===== config.mk =====
export PLATFORM = sky130hd
export DESIGN_NAME = dmast_status
export DESIGN_NICKNAME = d
export VERILOG_FILES = /design/src/logic/dmast_pkg.sv /design/src/logic/dmast_sticky_flag.sv /design/src/logic/dmast_pingpong.sv /design/src/logic/dmast_status.sv
export SDC_FILE = /design/constraint.sdc
export NUM_CORES = 1
export LEC_CHECK = 0
export BUFFER_PORTS_ARGS = -buffer_cell sky130_fd_sc_hd__buf_2
export CORE_MARGIN = 1.5
export CORE_UTILIZATION = 39
export DETAILED_ROUTE_END_ITERATION = 10
export SYNTH_ARGS = -nofsm -noshare
export SYNTH_HDL_FRONTEND = slang
export SYNTH_HIERARCHICAL = 1
export SYNTH_SLANG_ARGS = --single-unit

===== constraint.sdc =====
create_clock -name mclk -period 6 [get_ports mclk]
set_input_delay 1.8 -clock mclk [delete_from_list [all_inputs] [get_ports mclk]]
set_output_delay 1.8 -clock mclk [all_outputs]
set_load 0.005 [all_outputs]

===== src/logic/dmast_pkg.sv =====
// Package for the DMA status block: register map, field layout, reset values.
// Assumes a 32-bit classic Wishbone slave with word-aligned registers.
package dmast_pkg;

    // ==========================================================================
    // Sizes.
    // ==========================================================================
    localparam int NUM_CHANNELS = 8;    // Channels served by the controller.
    localparam int REG_WIDTH    = 16;   // Width of each status register.
    localparam int ADDR_WIDTH   = 16;   // Width of a DMA RAM start address.
    localparam int WB_AW        = 8;    // Wishbone byte address width.

    // ==========================================================================
    // Register byte offsets.
    // ==========================================================================
    localparam logic [7:0] OFS_COLLISION  = 8'h00;  // Collision flags.
    localparam logic [7:0] OFS_ACTIVITY   = 8'h04;  // Last channel and ping-pong state.
    localparam logic [7:0] OFS_CHAN_MODE  = 8'h08;  // Per-channel enable and mode bits.
    localparam logic [7:0] OFS_START_BASE = 8'h40;  // Start addresses, two words per channel.

    // ==========================================================================
    // Field positions and reset values.
    // ==========================================================================
    localparam int PERIPH_COL_LSB = 8;       // Peripheral collision flags, bits 15:8.
    localparam int RAM_COL_LSB    = 0;       // RAM collision flags, bits 7:0.
    localparam int LAST_CH_LSB    = 8;       // Last active channel, bits 11:8.
    localparam int LAST_CH_WIDTH  = 4;       // Width of the last active channel field.
    localparam int PINGPONG_LSB   = 0;       // Ping-pong selects, bits 7:0.
    localparam int MODE_FIELD_W   = 2;       // Operating mode field width.
    localparam int CHAN_CTL_W     = 3;       // Enable plus mode, per channel in the mode register.
    localparam logic [3:0] LAST_CH_RESET = 4'hF;  // No transfer since reset.
    localparam logic [1:0] MODE_PP_CONT  = 2'h2;  // Continuous with ping-pong.
    localparam logic [1:0] MODE_PP_ONE   = 2'h3;  // One-shot with ping-pong.

endpackage


===== src/logic/dmast_sticky_flag.sv =====
// One sticky collision flag with software clear by writing zero.
// Assumes set and clear strobes are synchronous to mclk.
`timescale 1ns/1ps
module dmast_sticky_flag (
    mclk,
    rst_n,
    set_i,
    clr_i,
    flag
);
    input  wire logic mclk;    // System clock.
    input  wire logic rst_n;   // Synchronous reset, active low.
    input  wire logic set_i;   // Hardware detection strobe.
    input  wire logic clr_i;   // Software clear strobe.
    output logic      flag;    // Flag state.

    logic flag_q;  // Stored flag.
    logic flag_d;  // Next flag value.

    // ==========================================================================
    // Next value: a set in the clear cycle wins so no event is lost.
    // ==========================================================================
    always_comb begin
        flag_d = flag_q;
        if (set_i) begin
            flag_d = 1'b1;
        end else if (clr_i) begin
            flag_d = 1'b0;
        end
    end

    // Register stage; flags come up clear.
    always_ff @(posedge mclk) begin
        if (!rst_n) begin
            flag_q <= 1'b0;
        end else begin
            flag_q <= flag_d;
        end
    end

    assign flag = flag_q;
endmodule


===== src/logic/dmast_pingpong.sv =====
// Ping-pong buffer select for one channel.
// Assumes block-done strobes come from the transfer engine, one cycle each.
`timescale 1ns/1ps
module dmast_pingpong
    import dmast_pkg::*;
(
    mclk,
    rst_n,
    chan_en,
    chan_mode,
    block_done,
    select_b
);
    input  wire logic       mclk;        // System clock.
    input  wire logic       rst_n;       // Synchronous reset, active low.
    input  wire logic       chan_en;     // Channel enable.
    input  wire logic [1:0] chan_mode;   // Operating mode field.
    input  wire logic       block_done;  // Channel finished a block.
    output logic            select_b;    // One when the secondary buffer is in use.

    logic sel_q;      // Current buffer select.
    logic sel_d;      // Next buffer select.
    logic pp_active;  // Ping-pong mode selected.

    assign pp_active = (chan_mode == MODE_PP_CONT) || (chan_mode == MODE_PP_ONE);

    // ==========================================================================
    // Next value: toggle per block in a ping-pong mode, park on primary while disabled.
    // ==========================================================================
    always_comb begin
        sel_d = sel_q;
        if (!chan_en) begin
            sel_d = 1'b0;
        end else if (pp_active && block_done) begin
            sel_d = ~sel_q;
        end
    end

    // Register stage.
    always_ff @(posedge mclk) begin
        if (!rst_n) begin
            sel_q <= 1'b0;
        end else begin
            sel_q <= sel_d;
        end
    end

    assign select_b = sel_q;
endmodule


===== src/logic/dmast_status.sv =====
// Top of the DMA status block: collision flags, last channel, ping-pong state.
// Assumes a classic Wishbone master and a transfer engine driving the strobes.
//
// Notes on behaviour
// - Peripheral collision flag per channel, bits 15:8.
// - RAM collision flag per channel, bits 7:0.
// - Collision flags reset zero, software only clears.
// - Last channel field bits 11:8, read-only, ones.
// - Field stays all ones until first transfer.
// - Each transfer loads channel number, 0 to 7.
// - Ping-pong bit n: one means secondary address.
// - Activity register bits 15:12 read zero.
// - Ping-pong in modes continuous and one-shot.
// - Primary and secondary 16-bit start address per channel.
//
// The implementer's own choices: the register addresses and the Wishbone slave port.
`timescale 1ns/1ps
module dmast_status
    import dmast_pkg::*;
#(
    parameter int NCH = NUM_CHANNELS  // Number of channels.
) (
    mclk,
    rst_n,
    wb_cyc_i,
    wb_stb_i,
    wb_we_i,
    wb_adr_i,
    wb_sel_i,
    wb_dat_i,
    wb_dat_o,
    wb_ack_o,
    periph_col_i,
    ram_col_i,
    xfer_done_i,
    xfer_chan_i,
    block_done_i,
    chan_en_o,
    chan_mode_o,
    pingpong_select_o,
    start_addr_o
);
    input  wire logic                  mclk;               // System clock, 200 MHz.
    input  wire logic                  rst_n;              // Synchronous reset, active low.
    input  wire logic                  wb_cyc_i;           // Wishbone cycle.
    input  wire logic                  wb_stb_i;           // Wishbone strobe.
    input  wire logic                  wb_we_i;            // Wishbone write enable.
    input  wire logic [WB_AW-1:0]      wb_adr_i;           // Wishbone byte address.
    input  wire logic [3:0]            wb_sel_i;           // Wishbone byte selects.
    input  wire logic [31:0]           wb_dat_i;           // Wishbone write data.
    output logic      [31:0]           wb_dat_o;           // Wishbone read data.
    output logic                       wb_ack_o;           // Wishbone acknowledge.
    input  wire logic [NCH-1:0]        periph_col_i;       // Peripheral collision strobes.
    input  wire logic [NCH-1:0]        ram_col_i;          // RAM collision strobes.
    input  wire logic                  xfer_done_i;        // One data transfer completed.
    input  wire logic [2:0]            xfer_chan_i;        // Channel of that transfer.
    input  wire logic [NCH-1:0]        block_done_i;       // Block completed per channel.
    output logic      [NCH-1:0]        chan_en_o;          // Channel enables.
    output logic      [NCH*2-1:0]      chan_mode_o;        // Mode fields, two bits each.
    output logic      [NCH-1:0]        pingpong_select_o;  // Buffer select per channel.
    output logic      [NCH*ADDR_WIDTH-1:0] start_addr_o;   // Active start address per channel.

    // ==========================================================================
    // Bus decode.
    // ==========================================================================
    logic                  req;          // Request awaiting acknowledge.
    logic                  wr_stb;       // Write taken this cycle.
    logic                  ack_q;        // Acknowledge register.
    logic                  ack_d;        // Next acknowledge.
    logic [31:0]           rdata_q;      // Read data register.
    logic [31:0]           rdata_d;      // Next read data.
    logic [REG_WIDTH-1:0]  col_word;     // Collision register image.
    logic [REG_WIDTH-1:0]  act_word;     // Activity register image.
    logic [NCH-1:0]        pcol_flag;    // Peripheral collision flags.
    logic [NCH-1:0]        rcol_flag;    // RAM collision flags.
    logic [NCH-1:0]        pp_sel;       // Ping-pong selects.
    logic                  wr_col;       // Write to collision register.
    logic                  wr_mode;      // Write to mode register.

    // A request is answered one cycle after it appears, then ack drops.
    assign req    = wb_cyc_i && wb_stb_i && !ack_q;
    assign wr_stb = req && wb_we_i;
    assign wr_col = wr_stb && (wb_adr_i == OFS_COLLISION);
    assign wr_mode = wr_stb && (wb_adr_i == OFS_CHAN_MODE);

    // ==========================================================================
    // Last active channel.
    // ==========================================================================
    logic [LAST_CH_WIDTH-1:0] last_ch_q;  // Last channel that moved data.
    logic [LAST_CH_WIDTH-1:0] last_ch_d;  // Next value.

    // Only codes 0 to 7 can be loaded since the channel input is three bits.
    always_comb begin
        last_ch_d = last_ch_q;
        if (xfer_done_i) begin
            last_ch_d = {1'b0, xfer_chan_i};
        end
    end

    // Holds all ones until the first transfer after reset.
    always_ff @(posedge mclk) begin
        if (!rst_n) begin
            last_ch_q <= LAST_CH_RESET;
        end else begin
            last_ch_q <= last_ch_d;
        end
    end

    // ==========================================================================
    // Channel control and start addresses.
    // ==========================================================================
    logic [NCH*CHAN_CTL_W-1:0]   ctl_q;    // Enable and mode per channel.
    logic [NCH*CHAN_CTL_W-1:0]   ctl_d;    // Next control.
    logic [2*NCH*ADDR_WIDTH-1:0] sa_q;     // Primary then secondary, per channel.
    logic [2*NCH*ADDR_WIDTH-1:0] sa_d;     // Next start addresses.
    logic [WB_AW-1:0]            sa_off;   // Offset into the start address area.
    logic [4:0]                  sa_idx;   // Word index in that area.
    logic                        sa_hit;   // Address lies in that area.

    assign sa_off = wb_adr_i - OFS_START_BASE;
    assign sa_idx = sa_off[6:2];
    assign sa_hit = (wb_adr_i >= OFS_START_BASE) && (sa_off < 8'(NCH * 8))
                    && (sa_off[1:0] == 2'h0);

    // Writes honour the low byte lanes; a partial write keeps the unselected bytes.
    always_comb begin
        ctl_d = ctl_q;
        sa_d  = sa_q;
        if (wr_mode) begin
            for (int b = 0; b < 3; b++) begin
                if (wb_sel_i[b]) begin
                    ctl_d[b*8 +: 8] = wb_dat_i[b*8 +: 8];
                end
            end
        end
        if (wr_stb && sa_hit) begin
            for (int b = 0; b < 2; b++) begin
                if (wb_sel_i[b]) begin
                    sa_d[int'(sa_idx)*ADDR_WIDTH + b*8 +: 8] = wb_dat_i[b*8 +: 8];
                end
            end
        end
    end

    // Control state register.
    always_ff @(posedge mclk) begin
        if (!rst_n) begin
            ctl_q <= '0;
            sa_q  <= '0;
        end else begin
            ctl_q <= ctl_d;
            sa_q  <= sa_d;
        end
    end

    // ==========================================================================
    // Per-channel flags and ping-pong logic.
    // ==========================================================================
    genvar ch;
    generate
        for (ch = 0; ch < NCH; ch++) begin : g_chan
            dmast_sticky_flag u_pcol (
                .mclk  (mclk),
                .rst_n (rst_n),
                .set_i (periph_col_i[ch]),
                .clr_i (wr_col && wb_sel_i[1] && !wb_dat_i[PERIPH_COL_LSB + ch]),
                .flag  (pcol_flag[ch])
            );
            dmast_sticky_flag u_rcol (
                .mclk  (mclk),
                .rst_n (rst_n),
                .set_i (ram_col_i[ch]),
                .clr_i (wr_col && wb_sel_i[0] && !wb_dat_i[RAM_COL_LSB + ch]),
                .flag  (rcol_flag[ch])
            );
            dmast_pingpong u_pp (
                .mclk       (mclk),
                .rst_n      (rst_n),
                .chan_en    (ctl_q[ch*CHAN_CTL_W + 2]),
                .chan_mode  (ctl_q[ch*CHAN_CTL_W +: 2]),
                .block_done (block_done_i[ch]),
                .select_b   (pp_sel[ch])
            );
            assign chan_en_o[ch]          = ctl_q[ch*CHAN_CTL_W + 2];
            assign chan_mode_o[ch*2 +: 2] = ctl_q[ch*CHAN_CTL_W +: 2];
            // The engine starts each block from the selected buffer.
            assign start_addr_o[ch*ADDR_WIDTH +: ADDR_WIDTH] =
                sa_q[(2*ch + (pp_sel[ch] ? 1 : 0))*ADDR_WIDTH +: ADDR_WIDTH];
        end
    endgenerate

    assign col_word = {pcol_flag, rcol_flag};
    assign act_word = {4'h0, last_ch_q, pp_sel};

    // ==========================================================================
    // Read mux and acknowledge.
    // ==========================================================================
    // Unmapped addresses still get ack with zero data so the bus never hangs.
    always_comb begin
        ack_d   = req;
        rdata_d = rdata_q;
        if (req) begin
            rdata_d = 32'h0000_0000;
            if (wb_adr_i == OFS_COLLISION) begin
                rdata_d[REG_WIDTH-1:0] = col_word;
            end else if (wb_adr_i == OFS_ACTIVITY) begin
                rdata_d[REG_WIDTH-1:0] = act_word;
            end else if (wb_adr_i == OFS_CHAN_MODE) begin
                rdata_d[NCH*CHAN_CTL_W-1:0] = ctl_q;
            end else if (sa_hit) begin
                rdata_d[ADDR_WIDTH-1:0] = sa_q[int'(sa_idx)*ADDR_WIDTH +: ADDR_WIDTH];
            end
        end
    end

    // Bus response register.
    always_ff @(posedge mclk) begin
        if (!rst_n) begin
            ack_q   <= 1'b0;
            rdata_q <= 32'h0000_0000;
        end else begin
            ack_q   <= ack_d;
            rdata_q <= rdata_d;
        end
    end

    assign wb_ack_o          = ack_q;
    assign wb_dat_o          = rdata_q;
    assign pingpong_select_o = pp_sel;
endmodule


# --- Yosys cells after proc, flatten, opt, wreduce, memory -nomap -nowiden ---
# Cells that the tools add are included.
classes:
  shift: 13
  n_lt_le_gt_ge: 2
  mul: 0
  n_div: 0
  addsub: 11
  eq_ne: 18
  n_reduce_logical: 88
  n_bitwise: 8
  n_mux: 52
ops:
  columns: ["cell", "count"]
  rows:
  - ["$shiftx 256x10->16", 5]
  - ["$mux 256", 3]
  - ["$bwmux 256", 2]
  - ["$shift 8x33->256 const A", 2]
  - ["$shiftx 256x9->16", 2]
  - ["$shiftx 8x33->256", 2]
  - ["$shiftx 256x6->16", 1]
  - ["$shiftx 256x8->16", 1]
  - ["$mux 16", 4]
  - ["$mux 1", 40]
  - ["$logic_and 1x1->1", 34]
  - ["$neg 10->33", 1]
  - ["$neg 9->33", 1]
  - ["$eq 2x2->1 const B", 16]
  - ["$reduce_bool 2->1", 16]
  - ["$mux 8", 3]
  - ["$reduce_and 2->1", 11]
  - ["$add 4x1->5 const A", 4]
  - ["$logic_not 1->1", 17]
  - ["$add 9x4->10 const B", 1]
  - ["$add 3x1->4 const A", 2]
  - ["$eq 8x3->1 const B", 1]
  - ["$eq 8x4->1 const B", 1]
  - ["$ge 8x7->1 const B", 1]
  - ["7 further kinds", 21]
word_totals:
  out_inout_bits: 193
  inputBits: 77
  wordCells: 223
  latch_bits: 0
  romBits: 0
  ram_bits: 0
  ff_bits: 333
  mem_count: 0

# --- Logic depth before layout (Yosys ltp) ---
logic_depth:
  depth_word: 8
  depth_mapped: 14
  mapped_depth_nobuf: 9

# --- By module ---
# The synthesis kept the hierarchy.
modules_own_cells:
  columns: ["mod", "seq_area_each_um2", "area_per_inst_um2", "cells_each", "n_inst"]
  rows:
  - ["dmast_status", 6185.9, 16415.7, 1828, 1]
  - ["dmast_sticky_flag", 20.0, 41.3, 3, 16]
  - ["dmast_pingpong", 20.0, 50.0, 5, 8]

# --- Worst setup path after synthesis ---
# No wires, ideal clock.
synth_timing:
  path_type: "input -> register"
  start: "input wb_adr_i[2]"
  end: "register sa_q[16]"
  arrival_time_ns: 4.930
  required_ns: 5.884
  stages: 13
  setup_time_ns: 0.116
  setup_slack_ns: 0.954
  path_cell_list: "clkbuf_1 > inv_1 > ha_1 > clkbuf_1 > clkbuf_1 > buf_1 > nor3b_1 > ha_1 > nand2b_1 > or4_4 > nor3_4 > mux2i_1 > nor2b_1"
synth_between:
  elab_chain_len: 8
synth_rtl:
  columns: ["item", "line", "source"]
  rows:
  - ["start, declared", "dmast_status.sv:48", "input wire logic [WB_AW-1:0] wb_adr_i;"]
  - ["parallel branches: the longest is 8 deep, another holds $neg 10->33", null, null]
  - ["end signal, assigned", "dmast_status.sv:149", "sa_q <= '0;"]
  - ["end signal, assigned", "dmast_status.sv:152", "sa_q <= sa_d;"]
  - ["end, declared", "dmast_status.sv:114", "logic [2*NCH*ADDR_WIDTH-1:0] sa_q;"]
# Parallel ways; which one is timed is not known. The select of a mux whose other input is x is not followed.
# A chain may end at the register's enable or synchronous reset.

# --- Worst setup path in the final report ---
layout_timing:
  start: "input wb_adr_i[3]"
  end: "register sa_q[215]"
# Same word-level chain as after synthesis.

==> impl_metrics.ini <==
[clock_network]
clk_path_buf_depth = 3
hold_buffers = 0
tritoncts = built
htree_num_levels = 2
post_cts_resize_count = 0
cts.reportedPaths.clkPinSlew_ps = 60
tritoncts_num_sinks = 333
clock_latency_ps = 560
post-cts-setup-buffers = 0
total_clock_buffers_created_by_cts = 39
clockRootBuffer = sky130_fd_sc_hd__clkbuf_16

[logic_synthesis]
synth_area_leader_cell = sky130_fd_sc_hd__dfxtp_1
netlist_instances = 1916
synth.yosys.warnings = 6
netlist-cell-type-count = 60
synth-async-reset-ratio_pct = 0
postSynthRegisterBits = 333
synthesis.area_per_instance_sq_um = 9.121
dominantRegCellSynth = sky130_fd_sc_hd__dfxtp_1
main_area_contributors_after_synthesis = sky130_fd_sc_hd__dfxtp_1, sky130_fd_sc_hd__mux2_2, sky130_fd_sc_hd__nand2_1
synth-edff-count = 0
netlist_area_sq_um = 17480
synth.yosys.seq_area_share_pct = 38.14
synth_top_area_share_pct = 38.14

[grt]
grt.total_usage_pct = 26.69
via_count_of_the_first_global_routing_pass = 14620
grt-ovfl-total = 0
grt_antenna_before_repair = 3
wire_length_of_the_first_global_routing_pass_mm = 93.78
grt_start_max_net_pins = 156

[timing]
worst_clock_skew_ps = 11.77
setup_viol_count_final = 0
normalized_max_slew_margin_pct = 17.54
slew_viol_final = 0
tightest_slew_ps = 1236
setup_tns_ps = 0
min_period_over_period_pct = 74.23
rsz_0062_raised_after_global_routing = no
post-route-min-period_ps = 4454
max_freq_mhz = 224.5
hold_violations = 0

[critical_path]
cp-end-kind = flop
timing.critical_path.from_type = input pin
required_time_of_the_critical_path_ps = 6380
critical_path_arrival_ps = 4840
timing.critical_path.fanout_max = 26
critPathKind = input pin to flop

[routing]
dr.first_iter.drc_count = 1379
avgRoutedWirePerCell_microns = 23.71
drt_drc_violations_left = 0
drt_wl_total_mm = 63.99
dr_total_vias = 15470
final_antenna_net_count = 0
drt_pre_antenna_iters = 5
drt-vias-per-instance = 5.733

[finish]
num-nets-final = 2160
num-fill-cells = 4170
layout_commonest_cell = sky130_fd_sc_hd__nand2_1
drive_above_1_share_pct = 29.06
areaGrowthSynthToFinish_pct = 16.78
multi_input_comb_area_sq_um = 10140
ff_latch_area_sq_um = 6666
layout.cells.most_common_list = sky130_fd_sc_hd__nand2_1, sky130_fd_sc_hd__dfxtp_1, sky130_fd_sc_hd__buf_2
fin_util_pct = 46.15

[power]
power_switching_share_pct = 24.50
clock_power_share_pct = 48.4
leakage_uw = 0.007819
pwr-share-comb_pct = 7.2
intPower_uw = 3814
cellPowerDensity_nw_per_um2 = 247.5
switching_power_uw = 1237
max-vdd-ir-drop_uv = 180.3
power.share.sequential_pct = 44.4

[hold_path]
tightest_hold_check_type = flop to flop

[die]
die_ht_microns = 214.7
design.core.area_sq_um = 44220
floorplan_die_width_microns = 214.7
rows = 77
initial_core_utilization_pct = 39.52
pin_count = 270
area_of_the_die_sq_um = 46090

[job]
max_cap_check_violation_count = 0

[run_status]
status = complete, no violations

[place]
hpwl_mm = 44.54
finalWeightedCongestion = 0.9474
port_buffers = 252
[logic make-up after synthesis]
family                     after synthesis  synth area share (%)
AOI/OAI and AO/OA                      377                 15.03
xor gates and xnor gates                 1               0.05012
adders and majority gates                5                0.3580
buffers and inverters                  177                 4.088
DFF                                    333                 38.14
muxes                                  332                 22.69
other                                    1               0.02146
and+or+nand+nor                        690                 19.62
[worst max-delay path: stages]
cell and delay, ps:
sky130_fd_sc_hd__buf_2 100, sky130_fd_sc_hd__clkinv_1 380, sky130_fd_sc_hd__ha_1 370, sky130_fd_sc_hd__nor3b_1 160, sky130_fd_sc_hd__ha_1 320, sky130_fd_sc_hd__nand2b_1 130
sky130_fd_sc_hd__nor4_4 150, sky130_fd_sc_hd__buf_4 340, sky130_fd_sc_hd__o2111ai_1 650, sky130_fd_sc_hd__nand3_1 300, sky130_fd_sc_hd__o21ai_0 110
[state kept, by name, summed over array words and instances (netlist names)]
signal / flops
last_ch_q: 4
g_chan.u_pp/select_b: 8
wb_dat_o: 24
sa_q: 256
wb_ack_o: 1
g_chan.u_rcol/flag: 8
ctl_q: 24
g_chan.u_pcol/flag: 8
[metal layers]
| metal | vias up | share of wire, % | global-route usage [%] |
|---|---|---|---|
| li1 | 7137 | - | - |
| met1 | 7514 | 43 | 35.52 |
| met2 | 692 | 46 | 42.46 |
| met3 | 127 | 8.1 | 5.874 |
| met4 | 4 | 3.5 | 9.531 |
| met5 | - | 0.045 | 0 |
[area by class of cell]
cell class,count,area share [%]
multi-input combinational,1413,49.66
sequential,333,32.66
timing repair buffer,286,7.547
clock buffer,57,5.665
tap,592,3.629
clock inverter,12,0.7295
inverter,5,0.09196
antenna,1,0.01226
[power groups by stage]
stage	registers (uW)	logic, uW	clock network (uW)
5_1_grt	2240	378	2580
3_3_place_gp	2290	350	0
3_5_place_dp	2290	353	0
2_1_floorplan	2280	218	0
6_report	2240	364	2450
4_1_cts	2240	354	2480
[synthesized netlist by cell type, drive strengths merged, types with 13 or more instances]
library cell	number
nand3	95
o21a	16
a21oi	14
nand2b	17
mux2	193
o22ai	32
nand4	17
o2111ai	13
dfxtp	333
nor2	48
mux4	32
mux2i	107
clkbuf	130
and2	14
nand2	338
buf	42
a21boi	152
o21ai	90
nor2b	73
nor3	38
[path summary, 6_finish.rpt]
kind,from,end,slack (ps),cells past startpoint
max,wb_adr_i[3],sa_q[215],1550,11
min,sa_q[9],sa_q[9],470,2
max reg2reg,wb_ack_o,sa_q[189],3050,5
min reg2reg,sa_q[9],sa_q[9],470,2
[stage by stage]
stage                     cell area [sq um]  total power [uW]  hold WS [ps]  setup slack (ps)  std cells
final                                 20410              5051         471.8              1546       2699
after global routing                  20410              5201         488.2              1387       2699
after CTS                             20410              5079         468.0              1695       2698
after detailed placement              19100              2643         459.0              1126       2629
after global placement                19100              2639         449.4              1201       2629
after floorplan                       17500              2502         432.2             953.9       1923
Power figures use the tool's default switching activity.
